==> src/spmc_regs.svh <==
// Constants for the source port mode controller.
`ifndef SPMC_REGS_SVH
`define SPMC_REGS_SVH
`define SPMC_CLK_PERIOD_NS 10
`define SPMC_GD_HOLD_MS 600
`define SPMC_GD_HOLD_CYCLES (`SPMC_GD_HOLD_MS * 1000000 / `SPMC_CLK_PERIOD_NS)
`define SPMC_DEBOUNCE_CYCLES 16
`define SPMC_HRST_CYCLES 4
`define SPMC_TERM_NONE 3'h0
`define SPMC_TERM_SINK 3'h1
`define SPMC_TERM_AUDIO 3'h2
`define SPMC_TERM_DEBUG 3'h3
`define SPMC_TERM_DANGLING 3'h4
`define SPMC_VSEL_5V 2'h0
`define SPMC_VSEL_12V 2'h1
`define SPMC_VSEL_20V 2'h2
`endif

==> src/spmc_pkg.sv <==
// Types for the source port mode controller.
package spmc_pkg;
  typedef enum logic [3:0] {
    SPMC_SLEEP = 4'h1,
    SPMC_DEBOUNCE = 4'h2,
    SPMC_ACTIVE = 4'h4,
    SPMC_HARD_RESET = 4'h8
  } spmc_state_e;
  typedef logic [2:0] spmc_term_t;
  typedef logic [1:0] spmc_vsel_t;
endpackage : spmc_pkg

==> src/spmc_mode_control.sv <==
// Sleep, start-up, gate drive and supply-select control for a source port.
//
// Summary of operation
// [RULE1] The block sleeps whenever no valid termination is seen on the channel.
// [RULE2] Only sink, audio accessory and debug accessory terminations keep it awake.
// [RULE3] An active cable with nothing at its far end also sends it to sleep.
// [RULE4] Any change of plug status wakes it from sleep.
// [RULE5] At first power-up the gate drive stays off if bus voltage is already above lockout.
// [RULE6] A 12 V request pulls the low supply select low and releases the high one.
// [RULE7] A 20 V request pulls both supply selects low.
// [RULE8] A thermal trip resets all control logic to its initial state.
// [RULE9] The default 5 V level releases both supply selects.
// [RULE10] A falling edge on the gate override input turns the gate drive off at once.
// [RULE11] Override held low 600 ms after sink attach sends a hard reset and restarts.
// [RULE12] On waking, attach debouncing starts over before any termination is acted on.
`timescale 1ns/1ns
`include "spmc_regs.svh"
module spmc_mode_control
  import spmc_pkg::*;
#(
  parameter int GD_HOLD_CYCLES = `SPMC_GD_HOLD_CYCLES,
  parameter int DEBOUNCE_CYCLES = `SPMC_DEBOUNCE_CYCLES
) (
  input wire logic clk,
  input wire logic rst,
  input wire logic thermal_shutdown,
  input wire spmc_term_t termination,
  input wire logic vbus_above_uvlo,
  input wire spmc_vsel_t requested_level,
  input wire logic gate_override_n,
  output logic sleep,
  output logic power_path_gate_drive,
  output logic supply_select_low_out,
  output logic supply_select_low_oe,
  output logic supply_select_high_out,
  output logic supply_select_high_oe,
  output logic core_supply_output,
  output logic hard_reset
);
  localparam int CW = 32;
  if (GD_HOLD_CYCLES < 1 || DEBOUNCE_CYCLES < 1) begin : g_bad_counts
    $error("spmc_mode_control counts must be at least one");
  end

  // Thermal trip folds into the reset so every register returns to its start value.
  logic core_rst;
  assign core_rst = rst | thermal_shutdown; // RULE8

  spmc_state_e state_reg, state_next;
  spmc_term_t term_seen_reg, term_seen_next;
  logic powerup_reg, powerup_next;
  logic startup_block_reg, startup_block_next;
  logic gd_prev_reg, gd_prev_next;
  logic gd_kill_reg, gd_kill_next;
  logic gate_reg, gate_next;
  spmc_vsel_t vsel_reg, vsel_next;
  logic [1:0] hrst_cnt_reg, hrst_cnt_next;

  logic [CW-1:0] deb_count;
  logic [CW-1:0] gd_count;
  logic deb_clear;
  logic gd_run;
  logic term_valid;
  logic term_changed;

  assign term_valid = termination == `SPMC_TERM_SINK || termination == `SPMC_TERM_AUDIO ||
                      termination == `SPMC_TERM_DEBUG; // RULE2
  assign term_changed = termination != term_seen_reg;

  // Debounce restarts on every change and on every wake.
  assign deb_clear = term_changed || state_reg != SPMC_DEBOUNCE; // RULE12
  assign gd_run = state_reg == SPMC_ACTIVE && term_seen_reg == `SPMC_TERM_SINK && !gate_override_n;

  spmc_counter #(.WIDTH(CW)) u_deb (
    .clk(clk),
    .rst(core_rst),
    .clear(deb_clear),
    .run(1'h1),
    .count(deb_count)
  );

  spmc_counter #(.WIDTH(CW)) u_gd (
    .clk(clk),
    .rst(core_rst),
    .clear(!gd_run),
    .run(gd_run),
    .count(gd_count)
  );

  always_comb begin
    state_next = state_reg;
    term_seen_next = termination;
    hrst_cnt_next = hrst_cnt_reg;
    case (state_reg)
      SPMC_SLEEP: begin
        if (term_changed) begin
          state_next = SPMC_DEBOUNCE; // RULE4
        end
      end
      SPMC_DEBOUNCE: begin
        if (!term_changed && deb_count >= CW'(DEBOUNCE_CYCLES - 1)) begin
          // A dangling cable is not valid, so it lands back in sleep.
          state_next = term_valid ? SPMC_ACTIVE : SPMC_SLEEP; // RULE1 RULE3
        end
      end
      SPMC_ACTIVE: begin
        if (!term_valid) begin
          state_next = SPMC_DEBOUNCE; // RULE1
        end else if (gd_count >= CW'(GD_HOLD_CYCLES - 1)) begin
          state_next = SPMC_HARD_RESET; // RULE11
          hrst_cnt_next = 2'(`SPMC_HRST_CYCLES - 1);
        end
      end
      SPMC_HARD_RESET: begin
        if (hrst_cnt_reg == 2'h0) begin
          state_next = SPMC_DEBOUNCE; // RULE11
        end else begin
          hrst_cnt_next = hrst_cnt_reg - 2'h1;
        end
      end
      default: begin
        state_next = SPMC_SLEEP;
      end
    endcase
  end

  always_comb begin
    powerup_next = 1'h0;
    startup_block_next = startup_block_reg;
    if (powerup_reg) begin
      startup_block_next = vbus_above_uvlo; // RULE5
    end else if (!vbus_above_uvlo) begin
      startup_block_next = 1'h0;
    end
    gd_prev_next = gate_override_n;
    gd_kill_next = gd_kill_reg;
    if (gd_prev_reg && !gate_override_n) begin
      gd_kill_next = 1'h1; // RULE10
    end else if (gate_override_n) begin
      gd_kill_next = 1'h0;
    end
    gate_next = state_next == SPMC_ACTIVE && term_seen_next == `SPMC_TERM_SINK &&
                !startup_block_next && gate_override_n && !powerup_reg; // RULE5 RULE10
    vsel_next = `SPMC_VSEL_5V;
    if (state_next == SPMC_ACTIVE && term_seen_next == `SPMC_TERM_SINK) begin
      vsel_next = requested_level;
    end
  end

  always_ff @(posedge clk or posedge core_rst) begin
    if (core_rst) begin
      state_reg <= SPMC_SLEEP;
      term_seen_reg <= `SPMC_TERM_NONE;
      powerup_reg <= 1'h1;
      startup_block_reg <= 1'h1;
      gd_prev_reg <= 1'h1;
      gd_kill_reg <= 1'h0;
      gate_reg <= 1'h0;
      vsel_reg <= `SPMC_VSEL_5V;
      hrst_cnt_reg <= 2'h0;
    end else begin
      state_reg <= state_next;
      term_seen_reg <= term_seen_next;
      powerup_reg <= powerup_next;
      startup_block_reg <= startup_block_next;
      gd_prev_reg <= gd_prev_next;
      gd_kill_reg <= gd_kill_next;
      gate_reg <= gate_next;
      vsel_reg <= vsel_next;
      hrst_cnt_reg <= hrst_cnt_next;
    end
  end

  // The override also gates the pin directly so the cut-off costs no clock cycle.
  assign power_path_gate_drive = gate_reg & gate_override_n & ~gd_kill_reg; // RULE10
  assign sleep = state_reg == SPMC_SLEEP; // RULE1
  assign hard_reset = state_reg == SPMC_HARD_RESET; // RULE11
  assign core_supply_output = state_reg == SPMC_ACTIVE;
  // Open-drain outputs only ever pull low; released means enable off.
  assign supply_select_low_out = 1'h0;
  assign supply_select_high_out = 1'h0;
  assign supply_select_low_oe = vsel_reg == `SPMC_VSEL_12V ||
                                vsel_reg == `SPMC_VSEL_20V; // RULE6 RULE7 RULE9
  assign supply_select_high_oe = vsel_reg == `SPMC_VSEL_20V; // RULE7 RULE6 RULE9

  a_sleep_no_gate: assert property (@(posedge clk) disable iff (core_rst) // RULE1
    sleep |-> !power_path_gate_drive) else $error("gate on while asleep");
  a_valid_terms: assert property (@(posedge clk) disable iff (core_rst) // RULE2
    state_reg == SPMC_ACTIVE |-> term_seen_reg inside {`SPMC_TERM_SINK, `SPMC_TERM_AUDIO,
    `SPMC_TERM_DEBUG}) else $error("awake on invalid termination");
  a_dangle_sleeps: assert property (@(posedge clk) disable iff (core_rst) // RULE3
    termination == `SPMC_TERM_DANGLING && state_reg == SPMC_ACTIVE |=> state_reg != SPMC_ACTIVE)
    else $error("dangling cable kept awake");
  a_wake_change: assert property (@(posedge clk) disable iff (core_rst) // RULE4
    sleep && term_changed |=> state_reg == SPMC_DEBOUNCE) else $error("no wake on change");
  a_startup_block: assert property (@(posedge clk) disable iff (core_rst) // RULE5
    startup_block_reg |-> !power_path_gate_drive) else $error("gate on at live bus");
  a_sel_12v: assert property (@(posedge clk) disable iff (core_rst) // RULE6
    vsel_reg == `SPMC_VSEL_12V |-> supply_select_low_oe && !supply_select_high_oe)
    else $error("bad 12 V selects");
  a_sel_20v: assert property (@(posedge clk) disable iff (core_rst) // RULE7
    vsel_reg == `SPMC_VSEL_20V |-> supply_select_low_oe && supply_select_high_oe)
    else $error("bad 20 V selects");
  a_sel_5v: assert property (@(posedge clk) disable iff (core_rst) // RULE9
    vsel_reg == `SPMC_VSEL_5V |-> !supply_select_low_oe && !supply_select_high_oe)
    else $error("bad 5 V selects");
  a_asleep_selects: assert property (@(posedge clk) disable iff (core_rst) // RULE9
    sleep |-> !supply_select_low_oe && !supply_select_high_oe)
    else $error("selects pulled while asleep");
  a_override_off: assert property (@(posedge clk) disable iff (core_rst) // RULE10
    !gate_override_n |-> !power_path_gate_drive) else $error("override ignored");
  // The pin gating alone would hide a broken registered path, so that is watched too.
  a_override_reg: assert property (@(posedge clk) disable iff (core_rst) // RULE10
    !gate_override_n |=> !gate_reg) else $error("gate register on under override");
  a_hold_hrst: assert property (@(posedge clk) disable iff (core_rst) // RULE11
    gd_run && gd_count == CW'(GD_HOLD_CYCLES - 1) && term_valid |=> hard_reset)
    else $error("no hard reset after hold");
  a_hrst_len: assert property (@(posedge clk) disable iff (core_rst) // RULE11
    $rose(hard_reset) |-> hard_reset [*4] ##1 !hard_reset)
    else $error("hard reset pulse length wrong");
  a_wake_debounce: assert property (@(posedge clk) disable iff (core_rst) // RULE12
    state_reg == SPMC_SLEEP ##1 state_reg != SPMC_SLEEP |-> state_reg == SPMC_DEBOUNCE)
    else $error("woke without debounce");
endmodule : spmc_mode_control

==> src/spmc_counter.sv <==
// Saturating cycle counter used for debounce and override hold timing.
`timescale 1ns/1ns
module spmc_counter #(
  parameter int WIDTH = 32
) (
  input wire logic clk,
  input wire logic rst,
  input wire logic clear,
  input wire logic run,
  output logic [WIDTH-1:0] count
);
  logic [WIDTH-1:0] count_reg;
  logic [WIDTH-1:0] count_next;
  if (WIDTH < 2) begin : g_bad_width
    $error("spmc_counter needs at least two bits");
  end
  always_comb begin
    count_next = count_reg;
    if (clear) begin
      count_next = '0;
    end else if (run && count_reg != {WIDTH{1'h1}}) begin
      count_next = count_reg + WIDTH'(1);
    end
  end
  always_ff @(posedge clk or posedge rst) begin
    if (rst) begin
      count_reg <= '0;
    end else begin
      count_reg <= count_next;
    end
  end
  assign count = count_reg;
endmodule : spmc_counter

==> config.mk <==
export PLATFORM = sky130hd
export DESIGN_NAME = spmc_mode_control
export DESIGN_NICKNAME = d
export VERILOG_FILES = /design/src/spmc_pkg.sv /design/src/spmc_mode_control.sv /design/src/spmc_counter.sv
export VERILOG_INCLUDE_DIRS = /design/src
export SDC_FILE = /design/constraint.sdc
export NUM_CORES = 1
export LEC_CHECK = 0
export CAP_MARGIN = 20
export CORE_UTILIZATION = 45
export CTS_CLUSTER_DIAMETER = 50
export DETAILED_ROUTE_END_ITERATION = 7
export DONT_BUFFER_PORTS = 1
export PLACE_DENSITY = 0.63
export SLEW_MARGIN = 40
export SYNTH_ARGS = -nofsm -noshare
export SYNTH_HDL_FRONTEND = slang
export SYNTH_SLANG_ARGS = --single-unit
==> constraint.sdc <==
create_clock -name clk -period 8.5 [get_ports clk]
set_clock_uncertainty 0.1 [all_clocks]
set_input_delay 0.425 -clock clk [delete_from_list [all_inputs] [get_ports clk]]
set_output_delay 0.425 -clock clk [all_outputs]
set_load 0.005 [all_outputs]
==> flow_summary.yaml <==
run_status:
  status: "finished, final reports clean"
cells_and_area:
  drive_gt1_share_pct: 10.8
  area_growth_pct: 9.54
  antenna_cells_inserted: 0
  layout_common_cells: "dfrtp_1, nor2_1, nand3_1"
  final_cells: 614
  mostFrequentLayoutCell: "dfrtp_1"
  nNetsFinal: 490
clock_network:
  cts_tree: "built"
  cts_root_buf: "clkbuf_8"
  cts.path.max_buffers: 2
  worstSkewPairLatency_ps: 360
  clock_sinks: 80
  cts-resized-gates: 0
  cts_buffers: 9
  ctsHtreeMaxLevel: 3
  postCtsSetupBuffers: 0
  path_clk_slew_ps: 80
drt:
  drtIter0Drc: 159
  drc: 0
  routed_wl_microns: 9680
  drtAntennaViolNets: 0
  num_vias: 3652
  wl_per_cell_microns: 15.8
  firstDrtPassIters: 4
  viasPerCell: 5.95
timing:
  whs_ps: 34.8
  fin_crit_ps: 3100
  slew_viol_final: 0
  slew_headroom_pct: 44.6
  worst_pin_slew_ps: 821
  setup_tns_ps: 0
  postLayoutSetupSlackWorst_ps: 5400
  rsz0062_at_grt: "false"
  clock.fmax_ghz: 0.322
  finalSetupViolations: 0
  period_share_pct: 36.5
  hold_viol: 0
floorplan:
  die-area_sq_um: 10400
  die_y_microns: 102
  coreArea_sq_um: 9730
  start_util_pct: 46.1
  io_pins: 18
  num_rows: 36
  die_w_microns: 102
power_and_ir_drop:
  p_switching_uw: 178
  power_density_nw_per_um2: 156
  p_sw_share_pct: 23.1
  vdd_drop_max_mv: 0.0933
  internal_power_uw: 590
  pwr-share-comb_pct: 6.4
  p_seq_share_pct: 52.1
  p_leak_uw: 0.00176
  clkPwrFrac_pct: 41.5
logic_synthesis:
  async_flop_share_pct: 100
  synth.top_cell.area_share_pct: 42.4
  syn_area_sq_um: 4480
  synth_top_cells_by_area: "dfrtp_1, xnor2_1, nor2_1"
  netlist_instances: 476
  synth_cell_types: 52
  yosysWarnings: 0
  synth_seq_cells: 80
  synth_flop_cell: "dfrtp_1"
  yosysSeqAreaShare_pct: 44.8
  synth_edf_count: 0
  synth.avg_cell_area_sq_um: 9.42
  synth_top_area_cell: "dfrtp_1"
critical_path:
  crit_path_start_kind: "flop"
  startpoint: "state_reg[2]$_DFF_PP0_"
  r2r_start: "state_reg[2]$_DFF_PP0_"
  arrival_ps: 3220
  worst_ep_required_time_ps: 8620
  path_class: "reg -> reg"
  crit_fanout: 36
  cp-end-kind: "flop"
min_path:
  min_path_type: "in -> reg"
  min-delay-start: "gate_override_n"
place:
  gp_congestion: 0.804
  post-place-ws_ps: 5440
  post-dp-hpwl_microns: 6470
  dp_cells: 594
  portBuffers: 0
grt:
  antenna_found_initial: 0
  gr-total-overflow: 0
  grt_max_degree: 81
  grt_pass1_vias: 3432
  track_usage_pct: 19.7
  grt_pass1_wl_microns: 16100
flow_run:
  drv_cap: 0
synthesized netlist by cell type, drive strengths merged, types with 13 or more instances:
library cell,instances
xnor2,26
clkbuf,14
nand4,16
or4,16
o21ai,18
a21oi,28
nand3,30
nand2,29
dfrtp,76
inv,13
nor4,22
nor2,51
or3,14
routing by layer:
| metal | routed length [microns] | global-route usage [%] | up-vias |
|---|---|---|---|
| met3 | 325 | 4.38 | 10 |
| met2 | 4730 | 32.8 | 68 |
| li1 | - | - | 1782 |
| met1 | 4510 | 25.6 | 1792 |
| met4 | 108 | 6.48 | 0 |
| met5 | 0 | 0 | - |
timing repair:
action	in CTS	in global routing
hold endpoints to repair	4	0
hold buffers	4	0
setup endpoints to repair	0	0
critical path, stage by stage (launching register included):
cell     delay, ps
dfrtp_1        450
or4b_4         570
or4_1          520
buf_4          290
nor4_4         600
buf_6          230
or3_1          140
a21oi_2         50
through the flow:
| step | utilization (%) | total power (uW) | cell area (sq um) |
|---|---|---|---|
| global placement | 47.2 | 450 | 4590 |
| detailed placement | 47.6 | 454 | 4630 |
| finish | 50.5 | 768 | 4910 |
| global route | 50.5 | 799 | 4910 |
| floorplan | - | 442 | 4490 |
| CTS | 50.4 | 775 | 4900 |
kinds of logic after synthesis:
kind of cell,Yosys count,synth area share [%]
XOR/XNOR,36,7.03
other,1,0.0836
AO/OA/AOI/OAI,93,14.5
flip-flops,80,44.8
AND/OR/NAND/NOR,223,27.9
multiplexers,5,1.12
buffers and inverters,34,3.52
adder cells (fa/ha/maj),4,1.12
area by class of cell:
| type | count | area [sq um] |
|---|---|---|
| sequential | 80 | 2010 |
| tap | 133 | 166 |
| timing repair buffer | 8 | 77.6 |
| inverter | 13 | 48.8 |
| clock inverter | 5 | 78.8 |
| fill | 910 | 4820 |
| multi-input combinational | 364 | 2380 |
| clock buffer | 11 | 151 |
worst paths after layout:
kind | end | slack, ps | cells after the start
hold / removal | gd_kill_reg$_DFFE_PP0P_ | 30 | 1
min in group asynchronous | hrst_cnt_reg[1]$_DFFE_PP0P_ | 80 | 2
max in group asynchronous | u_gd.count[16]$_DFFE_PP0P_ | 7700 | 2
hold reg to reg | hrst_cnt_reg[1]$_DFFE_PP0P_ | 420 | 2
setup / recovery | u_deb.count[3]$_DFFE_PP0P_ | 5400 | 7
setup reg to reg | u_deb.count[3]$_DFFE_PP0P_ | 5400 | 7
power groups by stage:
stage	logic [uW]	registers, uW	clock network (uW)
after floorplan	39.3	403	0
after global placement	45.9	405	0
after detailed placement	47.6	406	0
after CTS	48.8	399	327
after global routing	54.3	401	344
final	49.3	400	319
(Power assumes the default switching activity.)
